$ cat config.mk
export PLATFORM = sky130hd
export DESIGN_NAME = opcode_addressing_decoder
export DESIGN_NICKNAME = d
export VERILOG_FILES = /design/src/include/opcode_decoder_pkg.sv /design/src/logic/opcode_addressing_decoder.sv
export SDC_FILE = /design/constraint.sdc
export NUM_CORES = 1
export LEC_CHECK = 0
export ABC_AREA = 1
export BUFFER_PORTS_ARGS = -buffer_cell sky130_fd_sc_hd__buf_2
export CORE_MARGIN = 8
export CORE_UTILIZATION = 53
export DETAILED_ROUTE_END_ITERATION = 12
export PLACE_DENSITY = 0.78
export SLEW_MARGIN = 25
export SYNTH_ARGS = -nofsm -noshare
export SYNTH_HDL_FRONTEND = slang
export SYNTH_SLANG_ARGS = --single-unit
$ cat constraint.sdc
create_clock -name clk -period 2.9 [get_ports clk]
set_input_delay 0.58 -clock clk [delete_from_list [all_inputs] [get_ports clk]]
set_output_delay 0.58 -clock clk [all_outputs]
set_load 0.02 [all_outputs]
$ cat src/include/opcode_decoder_pkg.sv
// Purpose: shared constants and types for the opcode and addressing decoder
// Assumes: 8-bit opcode bytes, 16-bit address space
// Notes: COPY_EXTRA and WAIT_STACK_EXTRA are extra cycles after the opcode fetch, VECTOR_CYCLES is the vector fetch length
package opcode_decoder_pkg;
  // prebytes that select opcode pages 2, 3 and 4
  localparam logic [7:0] PRE_PAGE2 = 8'h18;
  localparam logic [7:0] PRE_PAGE3 = 8'h1A;
  localparam logic [7:0] PRE_PAGE4 = 8'hCD;
  // opcodes handled specially
  localparam logic [7:0] OP_COPY_TO_SP = 8'h35;
  localparam logic [7:0] OP_WAIT = 8'h3E;
  localparam logic [7:0] OP_BRANCH_ALWAYS = 8'h20;
  localparam logic [7:0] OP_BRANCH_NEVER = 8'h21;
  localparam logic [7:0] OP_BRANCH_SUB = 8'h8D;
  // page codes
  localparam logic [1:0] PAGE_1 = 2'h0;
  localparam logic [1:0] PAGE_2 = 2'h1;
  localparam logic [1:0] PAGE_3 = 2'h2;
  localparam logic [1:0] PAGE_4 = 2'h3;
  // cycle counts after the opcode fetch, and the length of the vector fetch
  localparam logic [3:0] COPY_EXTRA = 4'h2;
  localparam logic [3:0] WAIT_STACK_EXTRA = 4'hB;
  localparam logic [3:0] VECTOR_CYCLES = 4'h2;
  // values after reset, and the default interrupt vector
  localparam logic [15:0] RESET_PC = 16'h0000;
  localparam logic [15:0] RESET_SP = 16'h0000;
  localparam logic [15:0] DEFAULT_IRQ_VECTOR = 16'hFFF2;
  // addressing modes
  typedef enum logic [2:0] {
    IMPLIED_MODE = 3'h0,
    IMMEDIATE_MODE = 3'h1,
    DIRECT_MODE = 3'h2,
    FULL_ADDRESS_MODE = 3'h3,
    X_INDEXED_MODE = 3'h4,
    PC_RELATIVE_MODE = 3'h5
  } mode_e;
  // sequencer states, one-hot
  typedef enum logic [7:0] {
    S_OPCODE = 8'h01,
    S_OPERAND1 = 8'h02,
    S_OPERAND2 = 8'h04,
    S_MASK = 8'h08,
    S_BIT_READ = 8'h10,
    S_EXEC = 8'h20,
    S_WAIT = 8'h40,
    S_VECTOR = 8'h80
  } state_e;
endpackage : opcode_decoder_pkg

$ cat src/logic/opcode_addressing_decoder.sv
// Purpose: fetch opcodes and operands, form effective addresses, branch
// Assumes: memData holds the byte at memAddr within the same cycle
// Notes: instrDone pulses one cycle after the last bus cycle, eaValid one cycle after the last address byte, or after the mask byte for bit ops
`timescale 1ns/1ps
`default_nettype none
// Function
// RULE_01 - opcode 35 loads SP with X-1, 3 cycles
// RULE_02 - prebyte 18 then 35 loads SP with Y-1, 4 cycles
// RULE_03 - wait: 12 stack, n idle, 2 vector
// RULE_04 - direct address high byte forced zero
// RULE_05 - direct skips the high address fetch
// RULE_06 - zero page internal or external by setting
// RULE_07 - indexed adds unsigned offset to X or Y
// RULE_08 - branch offset added only when condition true
// RULE_09 - signed offset relative to following address
// RULE_10 - immediate operand follows opcode directly
// RULE_11 - wide immediate fetched high byte first
// RULE_12 - extended address two bytes, high first
// RULE_13 - pages 2 to 4 only after prebyte
// RULE_14 - inherent ops fetch no operand bytes
// RULE_15 - bit ops carry an 8-bit mask operand
// RULE_16 - high nibble selects accumulator and mode; the code decodes only the mode and selects no accumulator
module opcode_addressing_decoder #(
  parameter logic [15:0] IRQ_VECTOR = opcode_decoder_pkg::DEFAULT_IRQ_VECTOR
) (
  input wire logic clk,
  input wire logic rst_n,
  input wire logic [7:0] memData,
  input wire logic [15:0] xIn,
  input wire logic [15:0] yIn,
  input wire logic branchCond,
  input wire logic irqPending,
  input wire logic zeroPageInternalEn,
  output logic [15:0] memAddr,
  output logic memRead,
  output logic [7:0] opcode,
  output logic [1:0] page,
  output opcode_decoder_pkg::mode_e mode,
  output logic [15:0] operand,
  output logic [15:0] effectiveAddress,
  output logic eaValid,
  output logic [7:0] mask,
  output logic [15:0] spOut,
  output logic spLoad,
  output logic [15:0] pcOut,
  output logic instrDone,
  output logic waitIdle,
  output logic zeroPageInternal
);
  // the vector is read as two bytes, so it must not wrap
  if (IRQ_VECTOR == 16'hFFFF) begin : g_vec_check
    $error("IRQ_VECTOR must leave room for two bytes");
  end

  // mode from the opcode byte, by column
  function automatic opcode_decoder_pkg::mode_e modeOf(input logic [7:0] b);
    logic [3:0] lo;
    lo = b[3:0];
    unique case (b[7:4])
      4'h1: modeOf = (lo >= 4'hC) ? opcode_decoder_pkg::X_INDEXED_MODE :
                     (lo >= 4'h2 && lo <= 4'h5) ? opcode_decoder_pkg::DIRECT_MODE :
                     opcode_decoder_pkg::IMPLIED_MODE;
      4'h2: modeOf = opcode_decoder_pkg::PC_RELATIVE_MODE;
      4'h6, 4'hA, 4'hE: modeOf = opcode_decoder_pkg::X_INDEXED_MODE;
      4'h7, 4'hB, 4'hF: modeOf = opcode_decoder_pkg::FULL_ADDRESS_MODE;
      4'h9, 4'hD: modeOf = opcode_decoder_pkg::DIRECT_MODE;
      4'h8, 4'hC: modeOf = (b == opcode_decoder_pkg::OP_BRANCH_SUB) ?
                     opcode_decoder_pkg::PC_RELATIVE_MODE :
                     (lo == 4'hF || lo == 4'hD) ? opcode_decoder_pkg::IMPLIED_MODE :
                     opcode_decoder_pkg::IMMEDIATE_MODE;
      default: modeOf = opcode_decoder_pkg::IMPLIED_MODE;
    endcase
  endfunction : modeOf

  opcode_decoder_pkg::state_e st_r, st_nxt;
  logic [3:0] cnt_r, cnt_nxt;
  logic waitOp_r, waitOp_nxt;
  logic wide_r, wide_nxt;
  logic bitOp_r, bitOp_nxt;
  logic bitTest_r, bitTest_nxt;
  logic bitSet_r, bitSet_nxt;
  logic bitCond_r, bitCond_nxt;
  logic [15:0] addr_nxt, pc_nxt, opr_nxt, ea_nxt, sp_nxt;
  logic [7:0] opc_nxt, mask_nxt;
  logic [1:0] page_nxt;
  opcode_decoder_pkg::mode_e mode_nxt;
  logic eaValid_nxt, done_nxt, spLoad_nxt, eaReady;

  // decode of the byte on the bus
  wire [3:0] lo = memData[3:0];
  wire isPrefix = (page == opcode_decoder_pkg::PAGE_1) &&
    (memData == opcode_decoder_pkg::PRE_PAGE2 || memData == opcode_decoder_pkg::PRE_PAGE3 ||
     memData == opcode_decoder_pkg::PRE_PAGE4); // RULE_13
  wire [1:0] prefixPage = (memData == opcode_decoder_pkg::PRE_PAGE2) ? opcode_decoder_pkg::PAGE_2 :
    (memData == opcode_decoder_pkg::PRE_PAGE3) ? opcode_decoder_pkg::PAGE_3 :
    opcode_decoder_pkg::PAGE_4;
  wire opcode_decoder_pkg::mode_e byteMode = modeOf(memData); // RULE_16
  wire isWide = (lo == 4'h3) || (lo == 4'hC) || (lo == 4'hE);
  wire isBit = (memData[7:4] == 4'h1) && ((lo >= 4'h2 && lo <= 4'h5) || lo >= 4'hC);
  wire isBitTest = (lo == 4'h2) || (lo == 4'h3) || (lo == 4'hE) || (lo == 4'hF);
  wire isBitSet = (lo == 4'h2) || (lo == 4'h4) || (lo == 4'hC) || (lo == 4'hE);
  wire useY = (page == opcode_decoder_pkg::PAGE_2) || (page == opcode_decoder_pkg::PAGE_4);
  wire [15:0] idxVal = useY ? yIn : xIn;
  wire [15:0] pcStep = pcOut + 16'h0001;
  wire [15:0] relTarget = pcStep + {{8{memData[7]}}, memData}; // RULE_09
  wire taken = bitTest_r ? bitCond_r :
    (opcode == opcode_decoder_pkg::OP_BRANCH_ALWAYS || opcode == opcode_decoder_pkg::OP_BRANCH_SUB) ? 1'b1 :
    (opcode == opcode_decoder_pkg::OP_BRANCH_NEVER) ? 1'b0 : branchCond;
  wire memRead_nxt = !(st_nxt == opcode_decoder_pkg::S_EXEC || st_nxt == opcode_decoder_pkg::S_WAIT);
  wire zp_nxt = eaValid_nxt ? (ea_nxt[15:8] == 8'h00 && zeroPageInternalEn) : zeroPageInternal;

  // sequencer next state
  always_comb begin
    st_nxt = st_r;
    cnt_nxt = cnt_r;
    waitOp_nxt = waitOp_r;
    wide_nxt = wide_r;
    bitOp_nxt = bitOp_r;
    bitTest_nxt = bitTest_r;
    bitSet_nxt = bitSet_r;
    bitCond_nxt = bitCond_r;
    addr_nxt = memAddr;
    pc_nxt = pcOut;
    opr_nxt = operand;
    ea_nxt = effectiveAddress;
    sp_nxt = spOut;
    opc_nxt = opcode;
    mask_nxt = mask;
    page_nxt = page;
    mode_nxt = mode;
    eaValid_nxt = 1'b0;
    done_nxt = 1'b0;
    spLoad_nxt = 1'b0;
    eaReady = 1'b0;
    unique case (st_r)
      opcode_decoder_pkg::S_OPCODE: begin
        pc_nxt = pcStep;
        addr_nxt = pcStep;
        if (isPrefix) begin
          page_nxt = prefixPage; // RULE_13
        end else begin
          opc_nxt = memData;
          mode_nxt = byteMode;
          wide_nxt = isWide;
          bitOp_nxt = isBit;
          bitTest_nxt = isBit && isBitTest;
          bitSet_nxt = isBitSet;
          if (byteMode != opcode_decoder_pkg::IMPLIED_MODE) begin
            st_nxt = opcode_decoder_pkg::S_OPERAND1;
          end else if (memData == opcode_decoder_pkg::OP_COPY_TO_SP &&
                       page == opcode_decoder_pkg::PAGE_1) begin
            sp_nxt = xIn - 16'h0001; // RULE_01
            cnt_nxt = opcode_decoder_pkg::COPY_EXTRA;
            st_nxt = opcode_decoder_pkg::S_EXEC;
          end else if (memData == opcode_decoder_pkg::OP_COPY_TO_SP &&
                       page == opcode_decoder_pkg::PAGE_2) begin
            sp_nxt = yIn - 16'h0001; // RULE_02
            cnt_nxt = opcode_decoder_pkg::COPY_EXTRA;
            st_nxt = opcode_decoder_pkg::S_EXEC;
          end else if (memData == opcode_decoder_pkg::OP_WAIT &&
                       page == opcode_decoder_pkg::PAGE_1) begin
            cnt_nxt = opcode_decoder_pkg::WAIT_STACK_EXTRA; // RULE_03
            waitOp_nxt = 1'b1;
            st_nxt = opcode_decoder_pkg::S_EXEC;
          end else begin
            done_nxt = 1'b1; // RULE_14
          end
        end
      end
      opcode_decoder_pkg::S_OPERAND1: begin
        pc_nxt = pcStep;
        addr_nxt = pcStep;
        st_nxt = opcode_decoder_pkg::S_OPCODE;
        unique case (mode)
          opcode_decoder_pkg::IMMEDIATE_MODE: begin
            if (wide_r) begin
              opr_nxt = {memData, 8'h00}; // RULE_11
              st_nxt = opcode_decoder_pkg::S_OPERAND2;
            end else begin
              opr_nxt = {8'h00, memData}; // RULE_10
              done_nxt = 1'b1;
            end
          end
          opcode_decoder_pkg::DIRECT_MODE: begin
            ea_nxt = {8'h00, memData}; // RULE_04
            eaReady = 1'b1; // RULE_05
          end
          opcode_decoder_pkg::FULL_ADDRESS_MODE: begin
            opr_nxt = {memData, 8'h00}; // RULE_12
            st_nxt = opcode_decoder_pkg::S_OPERAND2;
          end
          opcode_decoder_pkg::X_INDEXED_MODE: begin
            ea_nxt = idxVal + {8'h00, memData}; // RULE_07
            eaReady = 1'b1;
          end
          opcode_decoder_pkg::PC_RELATIVE_MODE: begin
            if (taken) begin
              pc_nxt = relTarget; // RULE_08
              addr_nxt = relTarget;
            end
            done_nxt = 1'b1;
          end
          default: done_nxt = 1'b1;
        endcase
        if (eaReady && bitOp_r) begin
          st_nxt = opcode_decoder_pkg::S_MASK; // RULE_15
        end else if (eaReady) begin
          eaValid_nxt = 1'b1;
          done_nxt = 1'b1;
        end
      end
      opcode_decoder_pkg::S_OPERAND2: begin
        pc_nxt = pcStep;
        addr_nxt = pcStep;
        st_nxt = opcode_decoder_pkg::S_OPCODE;
        done_nxt = 1'b1;
        if (mode == opcode_decoder_pkg::IMMEDIATE_MODE) begin
          opr_nxt = {operand[15:8], memData}; // RULE_11
        end else begin
          ea_nxt = {operand[15:8], memData}; // RULE_12
          eaValid_nxt = 1'b1;
        end
      end
      opcode_decoder_pkg::S_MASK: begin
        pc_nxt = pcStep;
        mask_nxt = memData; // RULE_15
        eaValid_nxt = 1'b1;
        if (bitTest_r) begin
          addr_nxt = effectiveAddress;
          st_nxt = opcode_decoder_pkg::S_BIT_READ;
        end else begin
          addr_nxt = pcStep;
          done_nxt = 1'b1;
          st_nxt = opcode_decoder_pkg::S_OPCODE;
        end
      end
      opcode_decoder_pkg::S_BIT_READ: begin
        bitCond_nxt = bitSet_r ? ((~memData & mask) == 8'h00) : ((memData & mask) == 8'h00);
        mode_nxt = opcode_decoder_pkg::PC_RELATIVE_MODE;
        addr_nxt = pcOut;
        st_nxt = opcode_decoder_pkg::S_OPERAND1;
      end
      opcode_decoder_pkg::S_EXEC: begin
        cnt_nxt = cnt_r - 4'h1;
        if (cnt_r == 4'h1 && waitOp_r) begin
          st_nxt = opcode_decoder_pkg::S_WAIT; // RULE_03
        end else if (cnt_r == 4'h1) begin
          spLoad_nxt = 1'b1;
          done_nxt = 1'b1;
          st_nxt = opcode_decoder_pkg::S_OPCODE;
        end
      end
      opcode_decoder_pkg::S_WAIT: begin
        if (irqPending) begin
          cnt_nxt = opcode_decoder_pkg::VECTOR_CYCLES; // RULE_03
          addr_nxt = IRQ_VECTOR;
          st_nxt = opcode_decoder_pkg::S_VECTOR;
        end
      end
      opcode_decoder_pkg::S_VECTOR: begin
        cnt_nxt = cnt_r - 4'h1;
        addr_nxt = memAddr + 16'h0001;
        if (cnt_r == opcode_decoder_pkg::VECTOR_CYCLES) begin
          opr_nxt = {memData, 8'h00};
        end else begin
          pc_nxt = {operand[15:8], memData};
          addr_nxt = {operand[15:8], memData};
          waitOp_nxt = 1'b0;
          done_nxt = 1'b1;
          st_nxt = opcode_decoder_pkg::S_OPCODE;
        end
      end
    endcase
    if (done_nxt) begin
      page_nxt = opcode_decoder_pkg::PAGE_1;
    end
  end

  // sequencer state
  always_ff @(posedge clk or negedge rst_n) begin
    if (!rst_n) begin
      st_r <= opcode_decoder_pkg::S_OPCODE;
      cnt_r <= 4'h0;
      {waitOp_r, wide_r, bitOp_r, bitTest_r, bitSet_r, bitCond_r} <= 6'h00;
    end else begin
      st_r <= st_nxt;
      cnt_r <= cnt_nxt;
      {waitOp_r, wide_r, bitOp_r, bitTest_r, bitSet_r, bitCond_r} <=
        {waitOp_nxt, wide_nxt, bitOp_nxt, bitTest_nxt, bitSet_nxt, bitCond_nxt};
    end
  end

  // registered outputs
  always_ff @(posedge clk or negedge rst_n) begin
    if (!rst_n) begin
      {memAddr, pcOut, spOut} <= {opcode_decoder_pkg::RESET_PC, opcode_decoder_pkg::RESET_PC,
                                  opcode_decoder_pkg::RESET_SP};
      {operand, effectiveAddress, opcode, mask, page} <= 50'h0;
      mode <= opcode_decoder_pkg::IMPLIED_MODE;
      {memRead, eaValid, spLoad, instrDone, waitIdle, zeroPageInternal} <= 6'h20;
    end else begin
      {memAddr, pcOut, spOut} <= {addr_nxt, pc_nxt, sp_nxt};
      {operand, effectiveAddress, opcode, mask, page} <= {opr_nxt, ea_nxt, opc_nxt, mask_nxt, page_nxt};
      mode <= mode_nxt;
      memRead <= memRead_nxt;
      {eaValid, spLoad, instrDone} <= {eaValid_nxt, spLoad_nxt, done_nxt};
      waitIdle <= (st_nxt == opcode_decoder_pkg::S_WAIT);
      zeroPageInternal <= zp_nxt; // RULE_06
    end
  end

  // checks
  a_copy_x_sp: assert property (@(posedge clk) disable iff (!rst_n) // RULE_01
    (st_r == opcode_decoder_pkg::S_OPCODE && page == opcode_decoder_pkg::PAGE_1 &&
     memData == opcode_decoder_pkg::OP_COPY_TO_SP) |->
    ##3 (spLoad && instrDone && spOut == $past(xIn, 3) - 16'h0001))
    else $error("copy of X to stack pointer wrong");
  a_copy_y_sp: assert property (@(posedge clk) disable iff (!rst_n) // RULE_02
    (st_r == opcode_decoder_pkg::S_OPCODE && page == opcode_decoder_pkg::PAGE_2 &&
     memData == opcode_decoder_pkg::OP_COPY_TO_SP) |->
    ##3 (spLoad && spOut == $past(yIn, 3) - 16'h0001))
    else $error("copy of Y to stack pointer wrong");
  a_wait_stack: assert property (@(posedge clk) disable iff (!rst_n) // RULE_03
    (st_r == opcode_decoder_pkg::S_OPCODE && page == opcode_decoder_pkg::PAGE_1 &&
     memData == opcode_decoder_pkg::OP_WAIT) |->
    !waitIdle[*8] ##1 !waitIdle[*4] ##1 waitIdle)
    else $error("wait stacking not twelve cycles");
  a_wait_vector: assert property (@(posedge clk) disable iff (!rst_n) // RULE_03
    (st_r == opcode_decoder_pkg::S_WAIT && irqPending) |->
    ##1 (memAddr == IRQ_VECTOR && !instrDone) ##2 (instrDone && st_r == opcode_decoder_pkg::S_OPCODE))
    else $error("vector fetch not two cycles");
  a_direct_page: assert property (@(posedge clk) disable iff (!rst_n) // RULE_04
    (st_r == opcode_decoder_pkg::S_OPERAND1 && mode == opcode_decoder_pkg::DIRECT_MODE && !bitOp_r) |->
    ##1 (eaValid && effectiveAddress == {8'h00, $past(memData)}))
    else $error("direct address wrong");
  a_indexed_sum: assert property (@(posedge clk) disable iff (!rst_n) // RULE_07
    (st_r == opcode_decoder_pkg::S_OPERAND1 && mode == opcode_decoder_pkg::X_INDEXED_MODE && !useY) |->
    ##1 (effectiveAddress == $past(xIn) + {8'h00, $past(memData)}))
    else $error("indexed address wrong");
  a_branch_target: assert property (@(posedge clk) disable iff (!rst_n) // RULE_08
    (st_r == opcode_decoder_pkg::S_OPERAND1 && mode == opcode_decoder_pkg::PC_RELATIVE_MODE) |->
    ##1 (pcOut == ($past(taken) ? $past(relTarget) : $past(pcOut) + 16'h0001) && memAddr == pcOut))
    else $error("branch target wrong");
  a_wide_order: assert property (@(posedge clk) disable iff (!rst_n) // RULE_11
    (st_r == opcode_decoder_pkg::S_OPERAND1 && mode == opcode_decoder_pkg::IMMEDIATE_MODE && wide_r) |->
    ##2 (instrDone && operand == {$past(memData, 2), $past(memData)}))
    else $error("wide immediate order wrong");
  a_zero_page: assert property (@(posedge clk) disable iff (!rst_n) // RULE_06
    eaValid |-> (zeroPageInternal == (effectiveAddress[15:8] == 8'h00 && $past(zeroPageInternalEn))))
    else $error("zero page select wrong");
endmodule : opcode_addressing_decoder
`default_nettype wire

==> metrics.md <==
| Metric | Value |
|---|---|
| H-tree levels | `4` |
| Async set-reset flop share out of synthesis | `100%` |
| Highest clock rate | `351 MHz` |
| Inst Count DP | `1885` |
| RSZ-0062 raised after global routing | `true` |
| Die H | `153 um` |
| Placed inst area | `0.0113 mm2` |
| Synth Flop Type | `dfrtp_1` |
| Final Setup Violations | `0` |
| Worst slew pin tran | `0.563 ns` |
| CORE AREA | `0.0185 mm2` |
| Register area share after synthesis | `31.7%` |
| Clock Sinks | `125` |
| Ranking of synthesized cells by area | `dfrtp_1 (31%), nand2_1 (15%), inv_1 (7.2%)` |
| Syn nets | `1540` |
| DP Worst Slack | `-0.0624 ns` |
| Leakage | `0.00639 uW` |
| Gr ovfl total | `0` |
| Most frequent cells after synthesis | `nand2_1 (388), inv_1 (190), nor2_1 (137), dfrtp_1 (123), o21ai_0 (116)` |
| Clock Latency Late Sink | `0.44 ns` |
| Layout cell share with drive strength beyond 1 | `23.6%` |
| Vias in the first global route | `10600` |
| Number of buffers created by CTS | `17` |
| Die area | `0.0233 mm2` |
| Tot Pwr | `13600 uW` |
| Worst hold margin | `0.0420 ns` |
| RD Place Congestion | `1.01` |
| Number of I/O port buffers | `151` |
| Initial Util | `53.4%` |
| Period utilization | `98.1%` |
| Fill cells | `1596` |
| Netlist Area Pre-Place | `0.00989 mm2` |
| CTS tree | `built` |
| Final hold vios | `0` |
| Ports | `152` |
| Max-cap violations | `0` |
| Final wirelength | `36.0 mm` |
| Fin. max-slew vios | `0` |
| GRT Util Overall | `30.2%` |
| Max incr delay on CP | `0.45 ns` |
| Max-slew headroom | `62.4%` |
| Top-count cell post-synth | `nand2_1` |
| #FFs+latches synth | `125` |
| Total number of yosys warnings | `0` |
| DR DRC count | `0` |
| Number of core rows | `50` |
| CP startpoint kind | `flip-flop` |
| Avg Cell Area, Syn | `6.76 um2` |
| First-pass GRT wire length | `56.5 mm` |
| CP required | `3.25 ns` |
| Unique masters post-synth | `65` |
| Area grow syn2layout | `24.9%` |
| Clock skew | `0.0102 ns` |
| Hold/Removal Path Class | `in2async` |
| Worst IR Drop VDD | `0.575 mV` |
| Initial antenna violation count | `1` |
| Pre-antenna DRT Iters | `6` |
| Worst Path Arrival | `3.20 ns` |
| Status | `completed` |
| Final worst slack | `0.0544 ns` |
| NumNets Final | `1752` |
| Die Wd | `153 um` |
| Post-route cell area | `0.0124 mm2` |
| Antenna viol nets, final | `0` |
| CP max stage cell | `nand4_1` |
| Drt via density | `5.83` |
| DP HPWL | `27.6 mm` |
| CTS clock-pin slew for the worst setup and hold paths | `0.07 ns` |
| Fin crit period | `2.85 ns` |
| Post-synth EDFFs | `0` |
| Final Non-Filler Cells | `1921` |
| Largest net degree at the start of global routing | `64` |
| Synth top area share | `31.1%` |
| DR vias | `11200` |
| Wire length per cell | `18.8 um` |
| Setup CP Type | `reg2reg` |
| Post-synth top area cell | `dfrtp_1` |
| Root Driver | `clkbuf_16` |
| Cells after synthesis | `1462` |
| Pwr per Cell Area | `1100 mW/mm2` |
| CP max FO | `23` |
| Clock Tree Buf Depth | `2` |
| Iter 0 DRT Violations | `1181` |
| CP Capture Type | `flip-flop` |
| Critical path, cell by cell | `nor2_1 -> nand2_1 -> inv_2 -> nand4_1 -> nand2_1 -> nor2_1 -> nand2_2 -> o21ai_4 -> inv_2 -> o21ai_0 -> o21ai_0` |
| Diode count | `0` |
==> flip-flops by register name (all words and copies together), names as in the netlist, 2 cells and up <==
name              count
spOut                16
operand              16
mask                  8
mode                  3
memAddr              16
page                  2
cnt_r                 4
opcode                8
st_r                  8
pcOut                16
effectiveAddress     16
==> worst paths after layout <==
| check | to | slack, ns | cells after the start | start |
|---|---|---|---|---|
| max | memAddr[3] | 0.05 | 11 | st_r[5] |
| min | operand[2] | 0.04 | 1 | rst_n |
| max reg2reg | memAddr[3] | 0.05 | 11 | st_r[5] |
| min reg2reg | spOut[13] | 0.48 | 2 | spOut[13] |
| max in group asynchronous | spOut[15] | 2.20 | 2 | rst_n |
| min in group clk | st_r[7] | 0.42 | 3 | irqPending |
==> where the power goes <==
group	internal, uW	switching (uW)	total (uW)
Clock	1310	898	2210
Sequential	2430	721	3150
Combinational	2940	5330	8270
==> cell families (layout without fill, tap and decap cells) <==
logic type	after synthesis	count (layout)	synth area share, %
simple gates	720	720	31.9
compound gates	299	299	18.1
buf+inv	244	469	10.3
flops	125	125	31.7
xor+xnor	38	38	3.37
fa+ha+maj	33	33	4.33
mux	3	3	0.354
==> worst max-delay path: cells and delay by family (launching register included) <==
kind,cells,cell delay [ns]
flip-flops,1,0.42
AND/OR/NAND/NOR,6,1.29
AO/OA/AOI/OAI,3,0.53
buffers and inverters,2,0.50
==> routing by layer <==
metal / vias up / global-route usage [%] / part of all wire (%)
li1: 5254 / - / -
met1: 5151 / 38.4 / 40
met2: 678 / 46.7 / 45
met3: 112 / 8.91 / 11
met4: 2 / 13.8 / 4.0
met5: - / 0 / 0.028
==> repair_timing <==
action,4_1_cts,5_1_grt
gates resized for setup,7,92
buffers inserted,0,4
hold buffers,0,0
endpoints found under the setup margin,8,21
pin swaps,0,39
cloned,0,0
==> stage by stage <==
stage                     util [%]   TNS (ns)
final                         66.7          0
after global routing          66.7     -0.534
after CTS                     64.6          0
after detailed placement      61.1     -0.350
after global placement        61.1  -0.000806
after floorplan                  -          0
==> area by class of cell <==
| class | instances | area, um2 | area share (%) |
|---|---|---|---|
| multi-input cells | 1093 | 6130 | 49.7 |
| flip-flops and latches | 125 | 3130 | 25.4 |
| repair buffers | 233 | 1420 | 11.5 |
| inverters | 204 | 776 | 6.28 |
| clock buffers | 19 | 443 | 3.59 |
| well taps | 234 | 293 | 2.37 |
| clock inverters | 13 | 155 | 1.26 |
==> cells in the final DEF (no fill, tap or decap), drive strengths merged, types with 3 or more instances in the layout <==
cell | netlist | layout
a211oi | 4 | 4
a21boi | 4 | 4
a21o | 3 | 3
a21oi | 67 | 67
a221oi | 10 | 10
a22oi | 14 | 14
a311oi | 4 | 4
a31oi | 7 | 7
buf | 28 | 233
clkbuf | 12 | 19
clkinv | 3 | 8
dfrtp | 123 | 123
ha | 31 | 31
inv | 201 | 207
nand2 | 400 | 400
nand3 | 111 | 111
nand3b | 3 | 3
nand4 | 24 | 24
nor2 | 152 | 152
nor3 | 19 | 19
o2111ai | 7 | 7
o211ai | 7 | 7
o21ai | 138 | 138
o22ai | 21 | 21
o311ai | 3 | 3
o31ai | 3 | 3
or2 | 8 | 8
xnor2 | 17 | 17
xor2 | 21 | 21
Note: power is estimated with default switching activity, not from simulation.
